### config.mk
export PLATFORM = sky130hd
export DESIGN_NAME = peripheral_irq_flag_bank
export DESIGN_NICKNAME = d
export VERILOG_FILES = /design/src/core/irq_flag_pkg.sv /design/src/core/flag_port_if.sv /design/src/core/irq_flag_reg.sv /design/src/core/peripheral_irq_flag_bank.sv
export SDC_FILE = /design/constraint.sdc
export NUM_CORES = 1
export LEC_CHECK = 0
export BUFFER_PORTS_ARGS = -buffer_cell sky130_fd_sc_hd__buf_4
export CORE_MARGIN = 2
export CORE_UTILIZATION = 47
export DETAILED_ROUTE_END_ITERATION = 6
export HOLD_SLACK_MARGIN = 0.12
export PLACE_DENSITY = 0.85
export SLEW_MARGIN = 20
export SYNTH_ARGS = -nofsm -noshare
export SYNTH_HDL_FRONTEND = slang
export SYNTH_SLANG_ARGS = --single-unit
### constraint.sdc
create_clock -name pclk -period 2.11 [get_ports pclk]
set_clock_uncertainty 0.1 [all_clocks]
set_input_delay 0.3165 -clock pclk [delete_from_list [all_inputs] [get_ports pclk]]
set_output_delay 0.3165 -clock pclk [all_outputs]
set_load 0.03 [all_outputs]
### src/core/irq_flag_pkg.sv
// constants shared by the peripheral interrupt flag bank
package irq_flag_pkg;

  // apb geometry
  localparam int          ADDR_W = 12;
  localparam int          DATA_W = 32;
  localparam int          REG_W  = 8;

  // register byte offsets
  localparam logic [11:0] OFF_CORE_CTRL   = 12'h000;
  localparam logic [11:0] OFF_OPTION      = 12'h004;
  localparam logic [11:0] OFF_EN_TIMERS   = 12'h008;
  localparam logic [11:0] OFF_EN_COMP_OSC = 12'h00C;
  localparam logic [11:0] OFF_EN_CELLS    = 12'h010;
  localparam logic [11:0] OFF_FL_TIMERS   = 12'h014;
  localparam logic [11:0] OFF_FL_COMP_OSC = 12'h018;
  localparam logic [11:0] OFF_FL_CELLS    = 12'h01C;
  localparam logic [11:0] OFF_IRQ_STATUS  = 12'h020;
  localparam logic [11:0] OFF_IRQ_MASK    = 12'h024;

  // core control fields
  localparam int GLOBAL_EN_BIT = 7;
  localparam int PERIPH_EN_BIT = 6;

  // timers/converter flag and enable fields
  localparam int TIMER_GATE_BIT = 7;
  localparam int CONV_DONE_BIT  = 6;
  localparam int TIMER_TWO_BIT  = 1;
  localparam int TIMER_ONE_BIT  = 0;

  // comparator/oscillator flag and enable fields
  localparam int COMP_ONE_BIT  = 5;
  localparam int ACCUM_OSC_BIT = 2;

  // logic cell flag and enable fields
  localparam int CELL_TWO_BIT = 1;
  localparam int CELL_ONE_BIT = 0;

  // implemented bit masks
  localparam logic [7:0] IMPL_CORE_CTRL = 8'hFF;
  localparam logic [7:0] IMPL_OPTION    = 8'hFF;
  localparam logic [7:0] IMPL_TIMERS    = 8'hC3;
  localparam logic [7:0] IMPL_COMP_OSC  = 8'h24;
  localparam logic [7:0] IMPL_CELLS     = 8'h03;

  // reset values
  localparam logic [7:0] RST_CORE_CTRL = 8'h00;
  localparam logic [7:0] RST_OPTION    = 8'h00;
  localparam logic [7:0] RST_ENABLES   = 8'h00;
  localparam logic [7:0] RST_FLAGS     = 8'h00;
  localparam logic [7:0] RST_IRQ       = 8'h00;

  // sticky status event positions
  localparam int EV_TIMER_ONE  = 0;
  localparam int EV_TIMER_TWO  = 1;
  localparam int EV_CONV_DONE  = 2;
  localparam int EV_TIMER_GATE = 3;
  localparam int EV_ACCUM_OSC  = 4;
  localparam int EV_COMP_ONE   = 5;
  localparam int EV_CELL_ONE   = 6;
  localparam int EV_CELL_TWO   = 7;

  // apb handshake states, one-hot
  typedef enum logic [1:0] {
    ST_IDLE = 2'b01,
    ST_ACK  = 2'b10
  } bus_state_e;

endpackage

### src/core/flag_port_if.sv
// carrier between the bank top and one flag register
`timescale 1ns/1ns
interface flag_port_if;
  logic       wr;
  logic [7:0] wdata;
  logic [7:0] event_set;
  logic [7:0] value;

  modport bank (input wr, input wdata, input event_set, output value);
  modport ctrl (output wr, output wdata, output event_set, input value);
endinterface

### src/core/irq_flag_reg.sv
// one 8-bit event flag register with software write
`timescale 1ns/1ns
module irq_flag_reg
  import irq_flag_pkg::*;
#(
  parameter logic [7:0] IMPL = 8'hFF
) (
  input  wire logic  pclk,
  input  wire logic  presetn,
  flag_port_if.bank  port
);

  logic [7:0] flags;
  logic [7:0] next_flags;

  // events set regardless of any enable; a set wins over a write of zero
  always_comb begin
    next_flags = flags;
    if (port.wr) begin
      next_flags = port.wdata;
    end
    next_flags = (next_flags | port.event_set) & IMPL;
  end

  // flags clear on every reset
  always_ff @(posedge pclk or negedge presetn) begin
    if (!presetn) begin
      flags <= RST_FLAGS;
    end else begin
      flags <= next_flags;
    end
  end

  assign port.value = flags;

endmodule // irq_flag_reg

### src/core/peripheral_irq_flag_bank.sv
// peripheral interrupt flag bank with apb register access
//
// The address map and the APB slave port were chosen for this implementation.
`timescale 1ns/1ns
module peripheral_irq_flag_bank
  import irq_flag_pkg::*;
(
  input  wire logic              pclk,
  input  wire logic              presetn,
  input  wire logic              psel,
  input  wire logic              penable,
  input  wire logic              pwrite,
  input  wire logic [ADDR_W-1:0] paddr,
  input  wire logic [DATA_W-1:0] pwdata,
  input  wire logic [3:0]        pstrb,
  output logic      [DATA_W-1:0] prdata,
  output logic                   pready,
  output logic                   pslverr,
  input  wire logic              timer_one_overflow_event,
  input  wire logic              timer_two_match_event,
  input  wire logic              converter_done_event,
  input  wire logic              timer_one_gate_event,
  input  wire logic              accum_oscillator_event,
  input  wire logic              comparator_one_event,
  input  wire logic              logic_cell_one_event,
  input  wire logic              logic_cell_two_event,
  output logic                   core_irq_request,
  output logic                   core_wake_request,
  output logic                   irq
);

  // address match against one word-aligned register offset
  function automatic logic hit(input logic [ADDR_W-1:0] addr,
                               input logic [ADDR_W-1:0] off);
    hit = (addr[ADDR_W-1:2] == off[ADDR_W-1:2]);
  endfunction

  // true for any offset that holds a register
  function automatic logic mapped(input logic [ADDR_W-1:0] addr);
    mapped = hit(addr, OFF_CORE_CTRL)   || hit(addr, OFF_OPTION)      ||
             hit(addr, OFF_EN_TIMERS)   || hit(addr, OFF_EN_COMP_OSC) ||
             hit(addr, OFF_EN_CELLS)    || hit(addr, OFF_FL_TIMERS)   ||
             hit(addr, OFF_FL_COMP_OSC) || hit(addr, OFF_FL_CELLS)    ||
             hit(addr, OFF_IRQ_STATUS)  || hit(addr, OFF_IRQ_MASK);
  endfunction

  bus_state_e        state;
  bus_state_e        next_state;
  logic [DATA_W-1:0] next_prdata;
  logic              next_pready;
  logic              next_pslverr;

  logic [7:0]        core_ctrl;
  logic [7:0]        option_ctrl;
  logic [7:0]        en_timers;
  logic [7:0]        en_comp_osc;
  logic [7:0]        en_cells;
  logic [7:0]        irq_status;
  logic [7:0]        irq_mask;
  logic [7:0]        next_core_ctrl;
  logic [7:0]        next_option_ctrl;
  logic [7:0]        next_en_timers;
  logic [7:0]        next_en_comp_osc;
  logic [7:0]        next_en_cells;
  logic [7:0]        next_irq_status;
  logic [7:0]        next_irq_mask;
  logic              next_irq;
  logic              next_core_irq_request;
  logic              next_core_wake_request;

  logic              done;
  logic              wr_ok;
  logic              rd_ok;
  logic [7:0]        wbyte;
  logic [7:0]        ev;
  logic [7:0]        pend_timers;
  logic [7:0]        pend_comp_osc;
  logic [7:0]        pend_cells;
  logic              periph_pending;

  flag_port_if fl_timers ();
  flag_port_if fl_comp_osc ();
  flag_port_if fl_cells ();

  // the three flag registers share one module, differing only in mask
  irq_flag_reg #(.IMPL(IMPL_TIMERS)) u_flags_timers (
    .pclk    (pclk),
    .presetn (presetn),
    .port    (fl_timers.bank)
  );

  irq_flag_reg #(.IMPL(IMPL_COMP_OSC)) u_flags_comp_osc (
    .pclk    (pclk),
    .presetn (presetn),
    .port    (fl_comp_osc.bank)
  );

  irq_flag_reg #(.IMPL(IMPL_CELLS)) u_flags_cells (
    .pclk    (pclk),
    .presetn (presetn),
    .port    (fl_cells.bank)
  );

  // transfer completes on the edge where pready is seen high
  assign done  = psel && penable && pready;
  assign wr_ok = done && pwrite && !pslverr && pstrb[0];
  assign rd_ok = done && !pwrite && !pslverr;
  assign wbyte = pwdata[7:0];

  // gather events into the sticky status layout
  always_comb begin
    ev                = 8'h00;
    ev[EV_TIMER_ONE]  = timer_one_overflow_event;
    ev[EV_TIMER_TWO]  = timer_two_match_event;
    ev[EV_CONV_DONE]  = converter_done_event;
    ev[EV_TIMER_GATE] = timer_one_gate_event;
    ev[EV_ACCUM_OSC]  = accum_oscillator_event;
    ev[EV_COMP_ONE]   = comparator_one_event;
    ev[EV_CELL_ONE]   = logic_cell_one_event;
    ev[EV_CELL_TWO]   = logic_cell_two_event;
  end

  // route events to their flag bits, independent of enables
  always_comb begin
    fl_timers.event_set                   = 8'h00;
    fl_timers.event_set[TIMER_GATE_BIT]   = timer_one_gate_event;
    fl_timers.event_set[CONV_DONE_BIT]    = converter_done_event;
    fl_timers.event_set[TIMER_TWO_BIT]    = timer_two_match_event;
    fl_timers.event_set[TIMER_ONE_BIT]    = timer_one_overflow_event;
    fl_comp_osc.event_set                 = 8'h00;
    fl_comp_osc.event_set[COMP_ONE_BIT]   = comparator_one_event;
    fl_comp_osc.event_set[ACCUM_OSC_BIT]  = accum_oscillator_event;
    fl_cells.event_set                    = 8'h00;
    fl_cells.event_set[CELL_TWO_BIT]      = logic_cell_two_event;
    fl_cells.event_set[CELL_ONE_BIT]      = logic_cell_one_event;
  end

  // software writes to the flag registers
  always_comb begin
    fl_timers.wr     = wr_ok && hit(paddr, OFF_FL_TIMERS);
    fl_comp_osc.wr   = wr_ok && hit(paddr, OFF_FL_COMP_OSC);
    fl_cells.wr      = wr_ok && hit(paddr, OFF_FL_CELLS);
    fl_timers.wdata   = wbyte;
    fl_comp_osc.wdata = wbyte;
    fl_cells.wdata    = wbyte;
  end

  // apb handshake: one wait cycle so read data can come from a flop
  always_comb begin
    next_state   = state;
    next_pready  = 1'b0;
    next_pslverr = pslverr;
    next_prdata  = prdata;
    unique case (state)
      ST_IDLE: begin
        if (psel && penable) begin
          next_state   = ST_ACK;
          next_pready  = 1'b1;
          next_pslverr = !mapped(paddr);
          next_prdata  = '0;
          if (!pwrite) begin
            if (hit(paddr, OFF_CORE_CTRL)) begin
              next_prdata[7:0] = core_ctrl & IMPL_CORE_CTRL;
            end else if (hit(paddr, OFF_OPTION)) begin
              next_prdata[7:0] = option_ctrl & IMPL_OPTION;
            end else if (hit(paddr, OFF_EN_TIMERS)) begin
              next_prdata[7:0] = en_timers;
            end else if (hit(paddr, OFF_EN_COMP_OSC)) begin
              next_prdata[7:0] = en_comp_osc;
            end else if (hit(paddr, OFF_EN_CELLS)) begin
              next_prdata[7:0] = en_cells;
            end else if (hit(paddr, OFF_FL_TIMERS)) begin
              next_prdata[7:0] = fl_timers.value;
            end else if (hit(paddr, OFF_FL_COMP_OSC)) begin
              next_prdata[7:0] = fl_comp_osc.value;
            end else if (hit(paddr, OFF_FL_CELLS)) begin
              next_prdata[7:0] = fl_cells.value;
            end else if (hit(paddr, OFF_IRQ_STATUS)) begin
              next_prdata[7:0] = irq_status;
            end else if (hit(paddr, OFF_IRQ_MASK)) begin
              next_prdata[7:0] = irq_mask;
            end
          end
        end
      end
      ST_ACK: begin
        next_state   = ST_IDLE;
        next_pslverr = 1'b0;
      end
    endcase
  end

  always_ff @(posedge pclk or negedge presetn) begin
    if (!presetn) begin
      state   <= ST_IDLE;
      pready  <= 1'b0;
      pslverr <= 1'b0;
      prdata  <= '0;
    end else begin
      state   <= next_state;
      pready  <= next_pready;
      pslverr <= next_pslverr;
      prdata  <= next_prdata;
    end
  end

  // control and enable storage; unimplemented bits masked off
  always_comb begin
    next_core_ctrl   = core_ctrl;
    next_option_ctrl = option_ctrl;
    next_en_timers   = en_timers;
    next_en_comp_osc = en_comp_osc;
    next_en_cells    = en_cells;
    next_irq_mask    = irq_mask;
    if (wr_ok && hit(paddr, OFF_CORE_CTRL)) begin
      next_core_ctrl = wbyte & IMPL_CORE_CTRL;
    end
    if (wr_ok && hit(paddr, OFF_OPTION)) begin
      next_option_ctrl = wbyte & IMPL_OPTION;
    end
    if (wr_ok && hit(paddr, OFF_EN_TIMERS)) begin
      next_en_timers = wbyte & IMPL_TIMERS;
    end
    if (wr_ok && hit(paddr, OFF_EN_COMP_OSC)) begin
      next_en_comp_osc = wbyte & IMPL_COMP_OSC;
    end
    if (wr_ok && hit(paddr, OFF_EN_CELLS)) begin
      next_en_cells = wbyte & IMPL_CELLS;
    end
    if (wr_ok && hit(paddr, OFF_IRQ_MASK)) begin
      next_irq_mask = wbyte;
    end
  end

  always_ff @(posedge pclk or negedge presetn) begin
    if (!presetn) begin
      core_ctrl   <= RST_CORE_CTRL;
      option_ctrl <= RST_OPTION;
      en_timers   <= RST_ENABLES;
      en_comp_osc <= RST_ENABLES;
      en_cells    <= RST_ENABLES;
      irq_mask    <= RST_IRQ;
    end else begin
      core_ctrl   <= next_core_ctrl;
      option_ctrl <= next_option_ctrl;
      en_timers   <= next_en_timers;
      en_comp_osc <= next_en_comp_osc;
      en_cells    <= next_en_cells;
      irq_mask    <= next_irq_mask;
    end
  end

  // sticky status clears on read, but an event in that cycle survives
  always_comb begin
    next_irq_status = irq_status;
    if (rd_ok && hit(paddr, OFF_IRQ_STATUS)) begin
      next_irq_status = 8'h00;
    end
    next_irq_status = next_irq_status | ev;
    next_irq        = |(next_irq_status & next_irq_mask);
  end

  always_ff @(posedge pclk or negedge presetn) begin
    if (!presetn) begin
      irq_status <= RST_IRQ;
      irq        <= 1'b0;
    end else begin
      irq_status <= next_irq_status;
      irq        <= next_irq;
    end
  end

  // request gating; a stale flag fires as soon as its enable is written
  always_comb begin
    pend_timers    = fl_timers.value & en_timers;
    pend_comp_osc  = fl_comp_osc.value & en_comp_osc;
    pend_cells     = fl_cells.value & en_cells;
    periph_pending = (|pend_timers) || (|pend_comp_osc) || (|pend_cells);
    next_core_wake_request = periph_pending && core_ctrl[PERIPH_EN_BIT];
    next_core_irq_request  = next_core_wake_request &&
                             core_ctrl[GLOBAL_EN_BIT];
  end

  // registered so the core sees glitch-free levels, at one cycle of latency
  always_ff @(posedge pclk or negedge presetn) begin
    if (!presetn) begin
      core_wake_request <= 1'b0;
      core_irq_request  <= 1'b0;
    end else begin
      core_wake_request <= next_core_wake_request;
      core_irq_request  <= next_core_irq_request;
    end
  end

endmodule // peripheral_irq_flag_bank

==> results of run 1 <==
==> metal layers <==
| metal | global-route usage (%) | vias up |
|---|---|---|
| met3 | 5.32 | 21 |
| met2 | 38.5 | 151 |
| met4 | 7.58 | 0 |
| li1 | - | 1247 |
| met5 | 0 | - |
| met1 | 32.4 | 1346 |
==> layout make-up <==
cell class / count / area (um2) / area share [%]
clock buffer: 12 / 165 / 3.86
timing repair buffer: 82 / 644 / 15.0
sequential: 63 / 1580 / 36.9
clock inverter: 3 / 65.1 / 1.52
multi-input combinational: 220 / 1660 / 38.8
tap: 96 / 120 / 2.80
inverter: 12 / 45.0 / 1.05
==> cell families after synthesis <==
logic type / after synthesis / synth area share, %
flip-flops: 63 / 46.8
multiplexers: 43 / 14.0
buffers and inverters: 50 / 8.54
AO/OA/AOI/OAI: 65 / 14.0
other: 1 / 0.111
AND/OR/NAND/NOR: 88 / 16.5
==> final timing paths <==
check	slack [ns]	endpoint	cells past startpoint
max in group asynchronous	0.86	pready	2
min in group asynchronous	0.48	u_flags_cells.port.value[1]	2
hold reg to reg	0.38	prdata[6]	2
setup reg to reg	-0.12	irq	6
hold / removal	0.15	option_ctrl[4]	2
setup / recovery	-0.12	irq	6
==> power by group through the flow <==
stage	sequential (mW)	clock (mW)	combinational (mW)
floorplan	1.32	0	0.229
global placement	1.29	0	0.392
detailed placement	1.29	0	0.400
CTS	1.27	1.22	0.416
global route	1.27	1.29	0.457
finish	1.27	1.21	0.418
==> through the flow <==
step           power [mW]  setup WS [ns]  instance area [um2]  util [%]
2_1_floorplan        1.55         -0.259                 3470         -
3_3_place_gp         1.68         -0.374                 3890      56.6
3_5_place_dp         1.69         -0.443                 3890      56.6
4_1_cts              2.91         -0.110                 4280      62.3
5_1_grt              3.02         -0.138                 4280      62.3
6_report             2.89         -0.122                 4280      62.3
==> synth_stat cells, types with 3 or more instances <==
cell / instances / area (um2)
a211o_1: 5 / 43.8
a211oi_1: 3 / 22.5
a21o_1: 9 / 67.6
a21oi_1: 9 / 45.0
a22o_1: 6 / 52.6
a22oi_1: 10 / 75.1
buf_4: 24 / 180
clkbuf_1: 9 / 33.8
dfrtp_1: 62 / 1550
inv_1: 12 / 45.0
mux2_2: 32 / 360
mux2i_1: 11 / 110
nand2_1: 16 / 60.1
nand2b_1: 8 / 50.1
nand3_1: 4 / 20.0
nand3b_1: 4 / 30.0
nand4_1: 4 / 25.0
nor2_1: 15 / 56.3
nor2b_1: 3 / 18.8
nor3_1: 7 / 35.0
nor4_1: 5 / 31.3
o21ai_0: 8 / 40.0
==> layout by cell type (no fill, tap or decap), types with 10 or more instances in the layout <==
master	Yosys	layout
dfrtp_1	62	60
mux2i_1	11	11
buf_4	24	71
mux2_2	32	24
nand2_1	16	14
clkbuf_8	0	12
dlygate4sd3_1	0	10
nor2_1	15	15
inv_1	12	12
conb_1	1	24
==> worst reg2reg max path, stage by stage, from the launching register on <==
cell	delay, ns
dfrtp_2	0.41
or4bb_4	0.53
nor4_4	0.21
buf_6	0.22
mux2_4	0.34
a22oi_2	0.20
nand4_1	0.11
==> flip-flops by register name (all words and copies together), names as in the netlist <==
signal	cells
core_ctrl	8
core_irq_request	1
core_wake_request	1
en_cells	2
en_comp_osc	2
en_timers	4
irq	1
irq_mask	8
irq_status	8
option_ctrl	8
prdata	8
pready	1
pslverr	1
state	2
u_flags_cells.port.value	2
u_flags_comp_osc.port.value	2
u_flags_timers.port.value	4
==> timing repair <==
| item | CTS | global route |
|---|---|---|
| pin swaps | 6 | 0 |
| hold buffers | 10 | 0 |
| hold endpoints to repair | 78 | 0 |
| endpoints found under the setup margin | 3 | 9 |
| resized for setup | 14 | 1 |
==> flow_summary.toml, run 1 <==
[clocking]
h-tree-depth = 3
clock_sink_count = 63
cts_tree = "yes"
cts.path.max_buffers = 2
cts-root-buf = "clkbuf_8"
cts_buffers = 9
insertion_delay_ns = 0.35
path_clk_slew_ns = 0.07
post_cts_buffers = 0

[layout]
layoutNonFillerInstCount = 488
area_growth_pct = 27.2
fillers = 561
nets = 449
diodes = 0
drive_above_1_share_pct = 34.9

[routing]
drc = 0
top_layer_used = "met4"
first_iter_violations = 324
drt_first_pass_iters = 5
wl_met3_um = 669
antenna_left = 0
wl_per_cell_um = 17.8
vias = 2765
viasPerCell = 5.67
drt_wl_total_um = 8690
drt-met1-wl_um = 3650
wl_met2_um = 4230

[timing]
timing.fmax_ghz = 0.448
fin_crit_sh_pct = 106
layout_min_cycle_time_ns = 2.23
drv_slew = 0
setup_ws_ns = -0.122
finalSetupViolCount = 1
hold_slack_ns = 0.149
fin_tns_setup_ns = -0.122
slew_headroom_pct = 47.0
tightest_slew_ns = 0.795
rsz0062_at_grt = "yes"
finalHoldViolCount = 0

[grt]
antenna_found_initial = 0
globalRouteTotalUtil_pct = 24.0
grt_overflow = 0
grt_pass1_wl_um = 13900
grt_pass1_vias = 2729
grt_max_degree = 64

[power]
max-vdd-ir-drop_uv = 408
p_int_mw = 2.17
p_sw_share_pct = 25.2
clkPwrFrac_pct = 41.7
leakage_nw = 1.97
switchingPower_mw = 0.728
p_comb_share_pct = 14.4
p_per_area_mw_per_mm2 = 676
seq_power_share_pct = 43.9

[hold_path]
worstHoldStart = "pwdata[4]"
hold_class = "input pin to flip-flop"

[floorplanning]
dieArea_mm2 = 0.00786
start_util_pct = 49.0
die_w_um = 88.7
fp.dieH_um = 88.7
core_area_mm2 = 0.00687
ios = 98
rows = 30

[synthesis]
netlist_instances = 310
async_flop_share_pct = 100
synth_edf_count = 0
synth_top_flop_cell = "dfrtp_1"
netlist_area_mm2 = 0.00337
syn_avg_cell_area_um2 = 10.9
synth.distinct_cells = 55
yosys_register_bits = 63
ys_seq_area_share_pct = 46.8
synth_warnings = 0

[placement]
dp_hpwl_um = 6150
place_inst = 463
numPortBuffers = 44
gp_congestion = 0.900

[critical_path]
criticalPathCategory = "flip-flop to flip-flop"
endpoint_kind = "flip-flop"
slowest_delay_ns = 0.53
required_ns = 2.22
critPathArrivalTime_ns = 2.34
cp_top_family = "simple AND/OR/NAND/NOR gates"
reg2reg_from = "pslverr"
cpMaxStageDelayCell = "or4bb_4"
crit_fanout = 8
crit_start = "pslverr"
critPathBufInv = 1
critPathLaunchType = "flip-flop"
worstPathCellList = "or4bb_4 > nor4_4 > buf_6 > mux2_4 > a22oi_2 > nand4_1"

[status]
violations = "setup timing"
outcome = "finished, violations left"

[flow_run]
drv_cap = 0
Power figures use the tool's default switching activity.
==> run 2, diff against run 1 <==
--- a/config.mk
+++ b/config.mk
@@ -7,10 +7,10 @@
 export LEC_CHECK = 0
 export BUFFER_PORTS_ARGS = -buffer_cell sky130_fd_sc_hd__buf_4
 export CORE_MARGIN = 2
-export CORE_UTILIZATION = 47
+export CORE_UTILIZATION = 56
 export DETAILED_ROUTE_END_ITERATION = 6
 export HOLD_SLACK_MARGIN = 0.12
-export PLACE_DENSITY = 0.85
+export PLACE_DENSITY = 0.94
 export SLEW_MARGIN = 20
 export SYNTH_ARGS = -nofsm -noshare
 export SYNTH_HDL_FRONTEND = slang
==> constraint.sdc (replaced) <==
create_clock -name pclk -period 2.8 [get_ports pclk]
set_clock_uncertainty 0.1 [all_clocks]
set_input_delay 0.42 -clock pclk [delete_from_list [all_inputs] [get_ports pclk]]
set_output_delay 0.42 -clock pclk [all_outputs]
set_load 0.03 [all_outputs]
==> flow_summary.toml, run 2 (synthesis results as in run 1) <==
[clocking]
path_clk_slew_ns = 0.07
cts_buffers = 9
cts-root-buf = "clkbuf_8"
cts_tree = "yes"
insertion_delay_ns = 0.34
cts.path.max_buffers = 2
h-tree-depth = 3
post_cts_resized = 0
clock_sink_count = 63

[timing]
tightest_slew_ns = 0.779
timing.fmax_ghz = 0.430
drv_slew = 0
rsz0062_at_grt = "no"
finalSetupViolCount = 0
layout_min_cycle_time_ns = 2.32
finalHoldViolCount = 0
fin_crit_sh_pct = 83.0
slew_headroom_pct = 48.0
fin_tns_setup_ns = 0

[floorplanning]
dieArea_mm2 = 0.00665
fp.dieH_um = 81.6
core_area_mm2 = 0.00585
die_w_um = 81.6
rows = 28
start_util_pct = 57.6
ios = 98

[routing]
viasPerCell = 6.07
wl_per_cell_um = 19.0
drc = 0
drt_first_pass_iters = 5
antenna_left = 0
drt_wl_total_um = 8480
vias = 2715
first_iter_violations = 257

[layout]
nets = 428
drive_above_1_share_pct = 30.1
fillers = 466
layout_commonest_cell = "dfrtp_1"
layoutNonFillerInstCount = 447
diodes = 0
area_growth_pct = 17.1
final_cell_mix = "62 x dfrtp_1, 60 x buf_4, 32 x mux2_2"

[power]
leakage_nw = 1.83
max-vdd-ir-drop_uv = 383
p_per_area_mw_per_mm2 = 494

[critical_path]
reg2reg_from = "pslverr"
endpoint_kind = "flip-flop"
critPathArrivalTime_ns = 2.43
crit_fanout = 8
reg2regPathDepth = 6
timing.rr.end = "irq"
critPathLaunchType = "flip-flop"
ff2ff_setup_slack_ns = 0.48
required_ns = 2.91
criticalPathCategory = "flip-flop to flip-flop"

[hold_path]
hold_class = "input pin to flip-flop"
holdPathStages = 2
worstHoldEndpoint = "u_flags_comp_osc.port.value[2]"
worstHoldStart = "accum_oscillator_event"

[grt]
antenna_found_initial = 0
globalRouteTotalUtil_pct = 27.9
grt_max_degree = 64
grt_overflow = 0
grt_pass1_wl_um = 13600
grt_pass1_vias = 2737

[status]
outcome = "completed"

[placement]
place_inst = 430
gp_congestion = 0.904
numPortBuffers = 44
dp_hpwl_um = 6070

[flow_run]
drv_cap = 0
[run 2: report_power, final]
group	leakage [nW]	internal, mW	total [mW]	switching, mW
Sequential	0.782	0.940	0.961	0.0204
Clock	0.0894	0.367	0.709	0.342
Combinational	0.961	0.0975	0.277	0.179
[run 2: metrics by stage]
stage / hold WS, ns / area [um2] / power, mW / utilization (%) / setup WS [ns]
global route: 0.179 / 3940 / 2.02 / 67.4 / 0.394
detailed placement: 0.367 / 3760 / 1.25 / 64.2 / 0.191
CTS: 0.175 / 3940 / 1.95 / 67.4 / 0.477
finish: 0.180 / 3940 / 1.95 / 67.4 / 0.476
floorplan: 0.0244 / 3450 / 1.16 / - / 0.259
global placement: 0.368 / 3760 / 1.24 / 64.2 / 0.232
[run 2: cell type report]
type | instances | area [um2] | share of cell area, %
Inverter | 12 | 45.0 | 1.14
Clock inverter | 3 | 17.5 | 0.444
Timing Repair Buffer | 61 | 460 | 11.7
Multi-Input combinational cell | 220 | 1590 | 40.3
Clock buffer | 13 | 159 | 4.03
Tap cell | 75 | 93.8 | 2.38
Sequential cell | 63 | 1580 | 40.0
[run 2: worst max path at each step]
stage	from	to	slack (ns)
4_1_cts	pslverr	irq	0.48
2_1_floorplan	paddr[4]	irq	0.26
3_3_place_gp	paddr[7]	irq	0.23
3_5_place_dp	paddr[7]	irq	0.19
6_report	pslverr	irq	0.48
5_1_grt	pslverr	irq	0.39
[run 2: critical path, cell delays in order, from the launching register on]
cell and delay, ns:
dfrtp_1 0.42, or4bb_1 0.55, nor4_4 0.17, buf_4 0.23, mux2_2 0.37, a22oi_1 0.22, nand4_1 0.12
[run 2: per-layer routing]
layer | vias to the layer above | share of wire, % | global-route usage, %
li1 | 1202 | - | -
met1 | 1294 | 41 | 36.0
met2 | 185 | 47 | 44.9
met3 | 34 | 8.5 | 4.84
met4 | 0 | 3.2 | 14.9
met5 | - | 0 | 0
[run 2: what timing repair did]
action | in CTS | in global routing
hold buffers | 1 | 0
setup buffers | 0 | 0
hold endpoints to repair | 62 | 0
